===== src/verilog/bertc_pkg.sv =====
// Purpose: constants and types shared by the pattern control block
// Assumes: single core clock, byte-wide parallel register port
// Notes:   counts, synchronizer and bit checker sit outside this block
// Contract
// - Tap register holds a five-bit tap position in bits 4..0.
// - Tap position selects the generator stage used as feedback tap B.
// - Rising transmit load copies the four seed registers into the generator.
// - Transmit load bit is ORed with its pin before edge detection.
// - Pattern select one gives pseudorandom, zero gives repetitive pattern.
// - Rising count latch copies bit and error counts and clears counters.
// - Count latch bit is ORed with its pin before edge detection.
// - Capture while out of sync latches the last 32 received bits.
// - Realign disable zero allows auto resync; one suppresses it.
// - Rising manual realign restarts synchronisation to the receive input.
// - Loopback one ignores the receive input; transmit output carries on.
// - Transmit invert one inverts every transmitted bit.
// - Receive invert one inverts every received bit before checking.
// - Rising single-error bit corrupts exactly one transmitted bit.
// - Three-bit rate field inserts errors periodically.
// - Rate zero disables insertion; one to seven give one decade per step.
package bertc_pkg;
  // ****************************************
  // register map
  // ****************************************
  localparam logic [7:0] ADDR_SEED3   = 8'h00;
  localparam logic [7:0] ADDR_SEED0   = 8'h03;
  localparam logic [7:0] ADDR_LENGTH  = 8'h04;
  localparam logic [7:0] ADDR_TAP     = 8'h05;
  localparam logic [7:0] ADDR_CTRL    = 8'h06;
  localparam logic [7:0] ADDR_ERRINS  = 8'h07;
  localparam logic [7:0] ADDR_BITCNT3 = 8'h08;
  localparam logic [7:0] ADDR_BITCNT0 = 8'h0b;
  localparam logic [7:0] ADDR_ERRCNT3 = 8'h0c;
  localparam logic [7:0] ADDR_ERRCNT0 = 8'h0f;
  localparam logic [7:0] ADDR_RXPAT3  = 8'h10;
  localparam logic [7:0] ADDR_RXPAT0  = 8'h13;
  localparam logic [7:0] RST_REG      = 8'h00;
  localparam logic [7:0] MASK_TAP     = 8'h1f;
  localparam logic [7:0] MASK_LENGTH  = 8'h1f;
  localparam logic [7:0] MASK_ERRINS  = 8'h3f;
  localparam logic [3:0] ZERO_RUN_MAX = 4'he;
  // ****************************************
  // trigger indices
  // ****************************************
  localparam int TRIG_LOAD    = 0;
  localparam int TRIG_SERR    = 1;
  localparam int TRIG_LATCH   = 2;
  localparam int TRIG_CAPT    = 3;
  localparam int TRIG_REALIGN = 4;
  localparam int NUM_TRIG     = 5;
  localparam logic [4:0] TX_TRIG_MASK = 5'h03;
  // ****************************************
  // types
  // ****************************************
  typedef struct packed {
    logic transmit_load_trigger;
    logic zero_suppress_enable;
    logic pattern_kind_select;
    logic count_latch_trigger;
    logic receive_capture_trigger;
    logic auto_realign_disable;
    logic manual_realign_trigger;
    logic internal_loopback_enable;
  } bertc_ctrl_t;
  typedef struct packed {
    logic [1:0] unused;
    logic       tx_invert;
    logic       rx_invert;
    logic       single_error_inject;
    logic [2:0] error_rate_select;
  } bertc_errins_t;
  typedef struct packed {
    logic data;
    logic gen_zero;
  } bertc_txbit_t;
  // one insertion every 10^n transmitted bits
  function automatic logic [23:0] bertc_rate_period(input logic [2:0] sel);
    logic [23:0] p;
    p = 24'h000000;
    unique case (sel)
      3'h1: p = 24'h00000a;
      3'h2: p = 24'h000064;
      3'h3: p = 24'h0003e8;
      3'h4: p = 24'h002710;
      3'h5: p = 24'h0186a0;
      3'h6: p = 24'h0f4240;
      3'h7: p = 24'h989680;
      default: p = 24'h000000;
    endcase
    return p;
  endfunction
endpackage


===== src/verilog/bertc_edge.sv =====
// Purpose: rising edge detect on register bit ORed with its pin
// Assumes: pins synchronous to core_clk
// Notes:   one registered pulse per low to high of the combined level
`timescale 1ns/10ps
module bertc_edge
  import bertc_pkg::*;
#(
  parameter int W = 5
) (
  input  wire logic         core_clk,
  input  wire logic         nrst,
  input  wire logic [W-1:0] reg_bits,
  input  wire logic [W-1:0] pin_bits,
  output logic      [W-1:0] rise
);
  logic [W-1:0] level;
  logic [W-1:0] level_q;

  assign level = reg_bits | pin_bits;

  always_ff @(posedge core_clk) begin
    if (!nrst) begin
      level_q <= '0;
      rise    <= '0;
    end else begin
      level_q <= level;
      rise    <= level & ~level_q;
    end
  end
endmodule


===== src/verilog/bertc_buf.sv =====
// Purpose: small fifo on the transmit bit path
// Assumes: producer honours in_ready
// Notes:   storage is flops, so depth must stay small
`timescale 1ns/10ps
module bertc_buf
  import bertc_pkg::*;
#(
  parameter int DEPTH = 2
) (
  input  wire logic         core_clk,
  input  wire logic         nrst,
  input  wire logic         in_valid,
  output logic              in_ready,
  input  wire bertc_txbit_t in_data,
  output logic              out_valid,
  input  wire logic         out_ready,
  output bertc_txbit_t      out_data
);
  localparam int AW = (DEPTH > 1) ? $clog2(DEPTH) : 1;
  bertc_txbit_t    mem [DEPTH];
  logic [AW-1:0]   wptr;
  logic [AW-1:0]   rptr;
  logic [AW:0]     count;
  logic            push;
  logic            pop;

  assign in_ready  = count != (AW+1)'(DEPTH);
  assign out_valid = count != '0;
  assign out_data  = mem[rptr];
  assign push      = in_valid && in_ready;
  assign pop       = out_valid && out_ready;

  always_ff @(posedge core_clk) begin
    if (!nrst) begin
      wptr <= '0;
      rptr <= '0;
    end else begin
      if (push) begin
        wptr <= (wptr == AW'(DEPTH - 1)) ? '0 : wptr + 1'b1;
      end
      if (pop) begin
        rptr <= (rptr == AW'(DEPTH - 1)) ? '0 : rptr + 1'b1;
      end
    end
  end

  always_ff @(posedge core_clk) begin
    if (!nrst) begin
      count <= '0;
    end else begin
      count <= count + (AW+1)'(push) - (AW+1)'(pop);
    end
  end

  always_ff @(posedge core_clk) begin
    if (push) begin
      mem[wptr] <= in_data;
    end
  end
endmodule


===== src/verilog/bertc_top.sv =====
// Purpose: pattern control of a bit error rate tester
// Assumes: tx_clk and rx_clk sampled as pins; their rising edges mark bits
// Notes:   generator runs ahead of the line and stalls on the buffer
`timescale 1ns/10ps
module bertc_top
  import bertc_pkg::*;
#(
  parameter int BUF_DEPTH = 2
) (
  input  wire logic        core_clk,
  input  wire logic        nrst,
  input  wire logic        ale,
  input  wire logic        cs_n,
  input  wire logic        rd_n,
  input  wire logic        wr_n,
  input  wire logic [7:0]  ad_in,
  output logic      [7:0]  ad_out,
  output logic             ad_oe,
  input  wire logic        tx_load_pin,
  input  wire logic        count_latch_pin,
  input  wire logic        rx_capture_pin,
  input  wire logic        tx_clk,
  input  wire logic        tx_disable,
  output logic             tx_data,
  input  wire logic        rx_clk,
  input  wire logic        rx_data,
  input  wire logic        in_sync,
  input  wire logic [31:0] bit_count_in,
  input  wire logic [31:0] err_count_in,
  output logic             count_clear,
  output logic             realign_pulse,
  output logic             auto_realign_disable,
  output logic             rx_bit,
  output logic             rx_bit_valid
);
  // ****************************************
  // parallel port
  // ****************************************
  logic [7:0]    addr;
  logic [7:0]    wdata;
  logic          wr_q;
  logic          wr_act;
  logic          wr_commit;
  logic          rd_act;
  logic [7:0]    seed [4];
  logic [7:0]    length;
  logic [7:0]    tap;
  bertc_ctrl_t   ctrl;
  bertc_errins_t errins;
  logic [31:0]   bit_cnt_q;
  logic [31:0]   err_cnt_q;
  logic [31:0]   rx_pat_q;
  logic [7:0]    rdata;

  assign wr_act    = !cs_n && !wr_n;
  assign rd_act    = !cs_n && !rd_n;
  assign wr_commit = wr_q && !wr_act;

  // address follows the bus while ale is high, holds from its fall
  always_ff @(posedge core_clk) begin
    if (!nrst) begin
      addr <= RST_REG;
    end else if (ale) begin
      addr <= ad_in;
    end
  end

  always_ff @(posedge core_clk) begin
    if (!nrst) begin
      wr_q  <= 1'b0;
      wdata <= RST_REG;
    end else begin
      wr_q <= wr_act;
      if (wr_act) begin
        wdata <= ad_in;
      end
    end
  end

  // unused bits are dropped so they always read back zero
  always_ff @(posedge core_clk) begin
    if (!nrst) begin
      for (int i = 0; i < 4; i++) begin
        seed[i] <= RST_REG;
      end
      length <= RST_REG;
      tap    <= RST_REG;
      ctrl   <= bertc_ctrl_t'(RST_REG);
      errins <= bertc_errins_t'(RST_REG);
    end else if (wr_commit) begin
      unique case (addr)
        ADDR_LENGTH: length <= wdata & MASK_LENGTH;
        ADDR_TAP:    tap    <= wdata & MASK_TAP;
        ADDR_CTRL:   ctrl   <= bertc_ctrl_t'(wdata);
        ADDR_ERRINS: errins <= bertc_errins_t'(wdata & MASK_ERRINS);
        default: begin
          if (addr <= ADDR_SEED0) begin
            seed[2'(ADDR_SEED0 - addr)] <= wdata;
          end
        end
      endcase
    end
  end

  always_comb begin
    rdata = RST_REG;
    if (addr <= ADDR_SEED0) begin
      rdata = seed[2'(ADDR_SEED0 - addr)];
    end else if (addr == ADDR_LENGTH) begin
      rdata = length;
    end else if (addr == ADDR_TAP) begin
      rdata = tap;
    end else if (addr == ADDR_CTRL) begin
      rdata = ctrl;
    end else if (addr == ADDR_ERRINS) begin
      rdata = errins;
    end else if (addr >= ADDR_BITCNT3 && addr <= ADDR_BITCNT0) begin
      rdata = bit_cnt_q[8*(2'(ADDR_BITCNT0 - addr)) +: 8];
    end else if (addr >= ADDR_ERRCNT3 && addr <= ADDR_ERRCNT0) begin
      rdata = err_cnt_q[8*(2'(ADDR_ERRCNT0 - addr)) +: 8];
    end else if (addr >= ADDR_RXPAT3 && addr <= ADDR_RXPAT0) begin
      rdata = rx_pat_q[8*(2'(ADDR_RXPAT0 - addr)) +: 8];
    end
  end

  always_ff @(posedge core_clk) begin
    if (!nrst) begin
      ad_out <= RST_REG;
      ad_oe  <= 1'b0;
    end else begin
      ad_out <= rdata;
      ad_oe  <= rd_act;
    end
  end

  // ****************************************
  // triggers
  // ****************************************
  logic [NUM_TRIG-1:0] trig_reg;
  logic [NUM_TRIG-1:0] trig_pin;
  logic [NUM_TRIG-1:0] rise;
  logic [NUM_TRIG-1:0] pend;
  logic [NUM_TRIG-1:0] apply;
  logic [NUM_TRIG-1:0] tick_mask;
  logic                tx_clk_q;
  logic                rx_clk_q;
  logic                tx_tick;
  logic                rx_tick;

  assign trig_reg = {ctrl.manual_realign_trigger, ctrl.receive_capture_trigger,
                     ctrl.count_latch_trigger, errins.single_error_inject,
                     ctrl.transmit_load_trigger};
  assign trig_pin = {1'b0, rx_capture_pin, count_latch_pin, 1'b0, tx_load_pin};

  bertc_edge #(.W(NUM_TRIG)) u_edge (
    .core_clk (core_clk),
    .nrst     (nrst),
    .reg_bits (trig_reg),
    .pin_bits (trig_pin),
    .rise     (rise)
  );

  always_ff @(posedge core_clk) begin
    if (!nrst) begin
      tx_clk_q <= 1'b0;
      rx_clk_q <= 1'b0;
    end else begin
      tx_clk_q <= tx_clk;
      rx_clk_q <= rx_clk;
    end
  end

  // a disabled transmitter freezes all transmit side actions
  assign tx_tick   = tx_clk && !tx_clk_q && !tx_disable;
  assign rx_tick   = rx_clk && !rx_clk_q;
  assign tick_mask = (TX_TRIG_MASK & {NUM_TRIG{tx_tick}}) |
                     (~TX_TRIG_MASK & {NUM_TRIG{rx_tick}});
  assign apply     = pend & tick_mask;

  // a new edge arriving as the old one is applied stays pending
  always_ff @(posedge core_clk) begin
    if (!nrst) begin
      pend <= '0;
    end else begin
      pend <= (pend & ~apply) | rise;
    end
  end

  // ****************************************
  // pattern generator
  // ****************************************
  logic [31:0]  sh;
  logic [4:0]   len;
  logic [4:0]   tap_b;
  logic         gen_bit;
  logic         fb;
  logic [3:0]   zrun;
  logic         gen_run;
  logic         in_ready;
  logic         push;
  logic         out_valid;
  logic         pop;
  bertc_txbit_t gen_item;
  bertc_txbit_t out_item;

  assign len   = length[4:0];
  assign tap_b = tap[4:0];
  assign fb    = ctrl.pattern_kind_select ? (sh[len] ^ sh[tap_b]) : sh[len];
  always_comb begin
    gen_bit = sh[len];
    if (ctrl.zero_suppress_enable && zrun == ZERO_RUN_MAX) begin
      gen_bit = 1'b1;
    end
  end
  assign gen_item = '{data: gen_bit, gen_zero: !gen_bit};
  assign push     = gen_run && in_ready;

  always_ff @(posedge core_clk) begin
    if (!nrst) begin
      gen_run <= 1'b0;
    end else begin
      gen_run <= 1'b1;
    end
  end

  always_ff @(posedge core_clk) begin
    if (!nrst) begin
      sh <= '0;
    end else if (apply[TRIG_LOAD]) begin
      sh <= {seed[3], seed[2], seed[1], seed[0]};
    end else if (push) begin
      sh <= {sh[30:0], fb};
    end
  end

  always_ff @(posedge core_clk) begin
    if (!nrst) begin
      zrun <= '0;
    end else if (apply[TRIG_LOAD]) begin
      zrun <= '0;
    end else if (push) begin
      zrun <= gen_item.gen_zero ? zrun + 1'b1 : '0;
    end
  end

  bertc_buf #(.DEPTH(BUF_DEPTH)) u_buf (
    .core_clk  (core_clk),
    .nrst      (nrst),
    .in_valid  (gen_run),
    .in_ready  (in_ready),
    .in_data   (gen_item),
    .out_valid (out_valid),
    .out_ready (tx_tick),
    .out_data  (out_item)
  );

  // ****************************************
  // transmit line and error insertion
  // ****************************************
  logic [23:0] rate_cnt;
  logic [23:0] period;
  logic        auto_err;
  logic        bit_err;

  assign pop      = out_valid && tx_tick;
  assign period   = bertc_rate_period(errins.error_rate_select);
  assign auto_err = period != '0 && rate_cnt == period - 24'h000001;
  assign bit_err  = auto_err || pend[TRIG_SERR];

  always_ff @(posedge core_clk) begin
    if (!nrst) begin
      rate_cnt <= '0;
    end else if (period == '0) begin
      rate_cnt <= '0;
    end else if (pop) begin
      rate_cnt <= auto_err ? '0 : rate_cnt + 24'h000001;
    end
  end

  always_ff @(posedge core_clk) begin
    if (!nrst) begin
      tx_data <= 1'b0;
    end else if (pop) begin
      tx_data <= out_item.data ^ bit_err ^ errins.tx_invert;
    end
  end

  // ****************************************
  // receive side
  // ****************************************
  logic        rx_src;
  logic [31:0] hist;

  assign rx_src = ctrl.internal_loopback_enable ? tx_data : rx_data;

  always_ff @(posedge core_clk) begin
    if (!nrst) begin
      rx_bit       <= 1'b0;
      rx_bit_valid <= 1'b0;
      hist         <= '0;
    end else begin
      rx_bit_valid <= rx_tick;
      if (rx_tick) begin
        rx_bit <= rx_src ^ errins.rx_invert;
        hist   <= {hist[30:0], rx_src ^ errins.rx_invert};
      end
    end
  end

  always_ff @(posedge core_clk) begin
    if (!nrst) begin
      bit_cnt_q   <= '0;
      err_cnt_q   <= '0;
      count_clear <= 1'b0;
    end else begin
      count_clear <= apply[TRIG_LATCH];
      if (apply[TRIG_LATCH]) begin
        bit_cnt_q <= bit_count_in;
        err_cnt_q <= err_count_in;
      end
    end
  end

  always_ff @(posedge core_clk) begin
    if (!nrst) begin
      rx_pat_q <= '0;
    end else if (apply[TRIG_CAPT] && !in_sync) begin
      rx_pat_q <= hist;
    end
  end

  always_ff @(posedge core_clk) begin
    if (!nrst) begin
      realign_pulse        <= 1'b0;
      auto_realign_disable <= 1'b0;
    end else begin
      realign_pulse        <= apply[TRIG_REALIGN];
      auto_realign_disable <= ctrl.auto_realign_disable;
    end
  end
endmodule


===== config.mk =====
export PLATFORM = sky130hd
export DESIGN_NAME = bertc_top
export DESIGN_NICKNAME = d
export VERILOG_FILES = /design/src/verilog/bertc_pkg.sv /design/src/verilog/bertc_edge.sv /design/src/verilog/bertc_buf.sv /design/src/verilog/bertc_top.sv
export SDC_FILE = /design/constraint.sdc
export NUM_CORES = 1
export LEC_CHECK = 0
export CAP_MARGIN = 20
export CORE_MARGIN = 4
export CORE_UTILIZATION = 25
export DETAILED_ROUTE_END_ITERATION = 16
export DONT_BUFFER_PORTS = 1
export PLACE_DENSITY = 0.42
export SETUP_SLACK_MARGIN = 0.3
export SYNTH_ARGS = -nofsm -noshare
export SYNTH_HDL_FRONTEND = slang
export SYNTH_SLANG_ARGS = --single-unit

===== constraint.sdc =====
create_clock -name core_clk -period 3.75 [get_ports core_clk]
set_input_delay 0.75 -clock core_clk [delete_from_list [all_inputs] [get_ports core_clk]]
set_output_delay 0.75 -clock core_clk [all_outputs]
set_load 0.01 [all_outputs]

* Yosys cells after proc, flatten, opt, wreduce, memory -nomap -nowiden
Memory sizes are Yosys's and may differ from the RTL's. A register that Yosys moved wholly into a read port is not among the register bits.
Index checks and enable logic that the tools add are counted.
** Storage, ports and cells
- Memories kept :: 2
- Memory bits (writable) :: 36
- Input port bits :: 86
- Word-level logic and storage cells :: 165
- Bits in registers :: 266
** Memory list
- seed :: words 4, bits a word 8, rd ports 5, clocked after memory_dff 0, wr ports 4, RTL line bertc_top.sv:45 : logic [7:0] seed [4];
- u_buf.mem :: words 2, bits a word 2, rd ports 1, clocked after memory_dff 1, wr ports 1, RTL line bertc_buf.sv:20 : bertc_txbit_t mem [DEPTH];
** Cells by class
- Add/sub/neg operators :: 11
- Reductions and logical operators :: 36
- $lt $le $gt $ge :: 9
- Bitwise gates (word level) :: 13
- Shift operators :: 3
- Equality and inequality tests :: 14
- Mux-type cells :: 36
** Operators by type and width (count)
- 24-bit case mux with 7 select lines :: 1
- 32-bit by 6-bit variable part select with 8-bit output :: 3
- 8-bit two-way mux :: 9
- 32-bit two-way mux :: 2
- 8-bit by 3-bit == test with 1-bit output (second input constant) :: 4
- 24-bit by 1-bit adder with 24-bit output (second input constant) :: 1
- 24-bit == test :: 1
- 24-bit logical NOT :: 1
- 24-bit two-way mux :: 1
- 24-bit nonzero test :: 1
- 24-bit by 1-bit subtractor with 24-bit output (second input constant) :: 1
- 1-bit two-way mux :: 19
- 8-bit by 4-bit greater-or-equal comparator with 1-bit output (second input constant) :: 2
- 8-bit by 4-bit less-or-equal comparator with 1-bit output (second input constant) :: 2
- 5-bit bitwise AND :: 3
- 1-bit logical AND :: 14
- 3-bit == test (second input constant) :: 4
- 5-bit by 6-bit less-than comparator with 1-bit output (second input constant) :: 2
- 1-bit binary-select mux with 5-bit select :: 2
- 5-bit inverter :: 2
- 1-bit logical NOT :: 9
- 8-bit by 5-bit greater-or-equal comparator with 1-bit output (second input constant) :: 1
- 8-bit by 2-bit less-or-equal comparator with 1-bit output (second input constant) :: 1
- 8-bit by 5-bit less-or-equal comparator with 1-bit output (second input constant) :: 1
- 22 further kinds :: 35

* Depth between registers and ports, before layout
- Depth in word-level cells :: 10
- Mapped depth :: 16

* Hierarchy
From an unflattened synthesis, not the netlist that was laid out.
** Unflattened totals
- Cell total of the unflattened synthesis :: 1507
- Area total of the unflattened synthesis :: 13495.4 um^2
** Modules (own cells, without submodules)
- bertc_top :: instances 1, area an instance 12801.0 um^2, cells an instance 1455, seq. area each 5985.7 um^2
- bertc_buf :: instances 1, area an instance 381.6 um^2, cells an instance 32, seq. area each 220.2 um^2
- bertc_edge :: instances 1, area an instance 312.8 um^2, cells an instance 20, seq. area each 200.2 um^2

* Worst setup path after synthesis
No wires, ideal clock.
- Path type :: register to register
- Start point :: register errins[2] (netlist bit)
- End point :: register rate_cnt[16]
- Required time :: 3.635 ns
- Arrival :: 2.948 ns
- Cell stages (with the launch flop) :: 15
- Period minus slack after synthesis :: 3.063 ns
- Slack :: 0.687 ns
- Path through :: dfxtp_1 buf_2 buf_2 nor2_1 nand2_1 ha_1 buf_2 nor4b_2 a21oi_1 or4_4 nor4_4 a21o_1 buf_6 buf_8 nor2_1
** On the way
- Longest elaborated chain between the ends :: 6
** RTL lines
- start: declaration :: RTL line bertc_top.sv:49 : bertc_errins_t errins;
- start signal: assignment :: RTL line bertc_top.sv:89 : errins <= bertc_errins_t'(RST_REG);
- start signal: assignment :: RTL line bertc_top.sv:95 : ADDR_ERRINS: errins <= bertc_errins_t'(wdata & MASK_ERRINS);
- 3-bit == test, or another cell as far along :: RTL line bertc_pkg.sv:80 : unique case (sel)
- 24-bit case mux with 7 select lines (*) :: RTL line bertc_pkg.sv:80
- 24-bit by 1-bit subtractor with 24-bit output :: RTL line bertc_top.sv:267 : assign auto_err = period != '0 && rate_cnt == period - 24'h000001;
- 24-bit == test :: RTL line bertc_top.sv:267
- 1-bit logical AND :: RTL line bertc_top.sv:267
- 24-bit two-way mux :: RTL line bertc_top.sv:276 : rate_cnt <= auto_err ? '0 : rate_cnt + 24'h000001;
- end signal: assignment :: RTL line bertc_top.sv:276
- end: declaration :: RTL line bertc_top.sv:260 : logic [23:0] rate_cnt;
Every way passes the cells marked *; elsewhere a longest branch is shown, timed or not.
A chain may end at the register's enable or synchronous reset.

* Worst setup path in the final report
- Start point :: register errins[2] (netlist bit)
- End point :: register rate_cnt[19]
The elaborated chain is that of the path after synthesis.

==> out/results.ini <==
[outcome]
outcome = complete, no violations

[global_route]
first_global_vias = 9998
grt_pass1_wl_mm = 61.4
grt_overflow = 0
grt_max_degree = 76
grt_usage_pct = 13.7
antenna_found_initial = 1

[worst_setup_path]
start_kind = flop
critPathKind = reg -> reg
cp.required_ps = 4180
end_kind = flop
crit_path_max_fanout = 19
worstPathArrival_ps = 3450

[final_layout]
nets = 1528
syn2layout_area_growth_pct = 14.6
drive_gt1_share_pct = 10.7
antenna_cells = 0
fillers = 5557

[routing]
post-route-drc-count = 0
drt-initial-drc-count = 793
wirelength_mm = 39.6
wl_per_cell_um = 18.5
dr_total_vias = 10300
drtAntennaViolNets = 0
dr.pass1.iters = 6
viasPerCell = 4.79

[power_and_ir_drop]
peakVddDrop_mv = 0.251
power.switching_uw = 1820
swShare_pct = 24.3
combPwrFrac_pct = 6.0
power_frac_seq_pct = 45.6
p_clk_share_pct = 48.4
p_per_area_nw_per_um2 = 496
internal-power_uw = 5670
leakage_uw = 0.00496

[sta]
hold_viol_final = 0
worst_slack_ps = 731
fmax_ghz = 0.331
rsz0062_at_grt = no
slew_headroom_pct = 37.4
setup_viol_count_final = 0
tightest_slew_ps = 935
fin_skew_ps = 15.1
hold_ws_ps = 244
setup-tns-final_ps = 0
fin_crit_sh_pct = 80.5
min_period_ps = 3020
report.final.slew_viol_count = 0

[clock_tree]
path_clk_slew_ps = 60
clock_sinks = 300
numCtsBuffers = 36
htree_levels = 2
cts_tree = yes
postCtsHoldBufs = 0
clockBufferDepth = 3
root_buffer = clkbuf_16
postCtsSetupRepairBufs = 0
cts-resized-gates = 0
clock_latency_ps = 550

[logic_synthesis]
async_flop_share_pct = 0
netlist_instances = 1478
ys_seq_area_share_pct = 48.1
syn_area_um2 = 13200
yosysUniqueCellTypes = 62
synth.avg_cell_area_um2 = 8.92
syn_nets = 1570
ys_seq_elements = 300
synth-edff-count = 34
yosysWarnings = 0
synthFlopType = dfxtp_1

[placement]
dpl.hpwl_mm = 27.0
gp_congestion = 0.801
portBuffers = 0
place_ws_ps = 335

[floorplanning]
die_h_um = 238
die_w_um = 238
fp.coreArea_um2 = 51700
rows = 83
start_util_pct = 25.5
die-area_um2 = 56500
io_pins = 101

[job]
drv_cap = 0

[hold_path]
hold_class = in -> reg

## kinds of logic (layout without fill, tap and decap cells)
kind of cell / Yosys count / in the layout / synth area share [%]
flip-flops: 300 / 300 / 48.1
AND/OR/NAND/NOR: 664 / 664 / 21.3
multiplexers: 96 / 96 / 12.4
buffers and inverters: 120 / 105 / 3.79
XOR/XNOR: 34 / 34 / 2.26
adder cells (fa/ha/maj): 6 / 6 / 0.569
AO/OA/AOI/OAI: 258 / 258 / 11.5
## layout by cell type, fill, tap and decap left out, drive strengths merged, types with 7 or more instances in the layout
cell type	n
xor2	17
xnor2	17
a311oi	31
nor2	164
edfxtp	34
a21oi	172
o21ai	14
nor3	18
nor2b	7
mux2i	40
mux4	54
and2	14
dfxtp	266
inv	18
clkbuf	55
nand4	11
buf	24
nand2	382
and3	9
nand3	26
## worst max-delay path, cell delays in order, from the launching register on
cell and delay (ps):
dfxtp_1 470, inv_1 90, nand2_1 100, ha_1 380, nor4b_4 400, a21oi_1 130
or4_4 430, nor4_4 500, a21o_4 320, nor2_1 70
## state kept, by name (all words and copies together) (netlist names), 4 cells and up, named ones only
| register | count |
|---|---|
| bit_cnt_q | 32 |
| err_cnt_q | 32 |
| hist | 32 |
| rx_pat_q | 32 |
| seed | 32 |
| sh | 32 |
| rate_cnt | 24 |
| ad_out | 8 |
| addr | 8 |
| ctrl | 8 |
| wdata | 8 |
| errins | 6 |
| length | 5 |
| pend | 5 |
| tap | 5 |
| u_edge.level_q | 5 |
| u_edge.rise | 5 |
| zrun | 4 |
## synthesized netlist by cell type, types with 3 or more instances
| library cell | instances | area share [%] |
|---|---|---|
| and3_1 | 9 | 0.43 |
| nand4_1 | 11 | 0.52 |
| mux4_2 | 54 | 9.2 |
| buf_1 | 4 | 0.11 |
| nand3b_1 | 5 | 0.28 |
| ha_1 | 6 | 0.57 |
| and2_1 | 14 | 0.66 |
| xnor2_1 | 17 | 1.1 |
| edfxtp_1 | 34 | 7.7 |
| nor2_1 | 164 | 4.7 |
| nor2b_1 | 7 | 0.33 |
| o221ai_1 | 4 | 0.27 |
| dfxtp_1 | 266 | 40 |
| buf_2 | 13 | 0.49 |
| a21o_1 | 4 | 0.23 |
| o22ai_1 | 4 | 0.19 |
| o21ai_1 | 4 | 0.15 |
| a22oi_1 | 5 | 0.28 |
| inv_1 | 14 | 0.40 |
| a21oi_1 | 172 | 6.5 |
| clkbuf_1 | 83 | 2.4 |
| a221o_1 | 3 | 0.23 |
| a41oi_1 | 3 | 0.20 |
| xor2_1 | 17 | 1.1 |
| buf_6 | 3 | 0.26 |
| nand3_1 | 26 | 0.99 |
| nor4_1 | 4 | 0.19 |
| a31oi_1 | 5 | 0.24 |
| o21ai_0 | 10 | 0.38 |
| nand2b_1 | 4 | 0.19 |
| nand2_1 | 382 | 11 |
| nor3_1 | 17 | 0.65 |
| mux2i_1 | 40 | 3.0 |
| a311oi_1 | 31 | 2.1 |
## routing by layer
metal	vias to the layer above	routed length, um	global-route usage (%)
met4	0	877	4.00
met1	4925	19200	19.9
met3	54	2600	3.52
met2	248	16900	20.2
li1	5033	-	-
met5	-	0	0
## final cells by class
cell class                 count  area [um2]  area share [%]
clock inverter                10         133           0.878
inverter                      16        65.1           0.431
tap                          680         851            5.63
multi-input combinational   1058        6370            42.2
timing repair buffer          24         230            1.52
clock buffer                  55        1100            7.31
sequential                   300        6350            42.0
## worst paths after layout
| path | startpoint | endpoint | slack (ps) | cells past startpoint |
|---|---|---|---|---|
| setup / recovery | errins[2] | rate_cnt[19] | 730 | 9 |
| hold / removal | nrst | gen_run | 240 | 0 |
| setup reg to reg | errins[2] | rate_cnt[19] | 730 | 9 |
| hold reg to reg | u_edge.level_q[1] | u_edge.rise[1] | 380 | 1 |
## per-stage QoR
stage	area [um2]	std cells	utilization (%)	power, uW
after floorplan	13200	1478	-	3790
after CTS	15100	2143	29.2	7620
after detailed placement	13900	2078	26.8	3940
final	15100	2143	29.2	7500
after global routing	15100	2143	29.2	7810
after global placement	13900	2078	26.8	3940
## power by group through the flow
stage / sequential (uW) / combinational, uW / clock (uW)
2_1_floorplan: 3450 / 344 / 0
3_3_place_gp: 3490 / 448 / 0
3_5_place_dp: 3490 / 451 / 0
4_1_cts: 3420 / 452 / 3750
5_1_grt: 3430 / 496 / 3880
6_report: 3420 / 448 / 3630
Power figures use the tool's default switching activity.
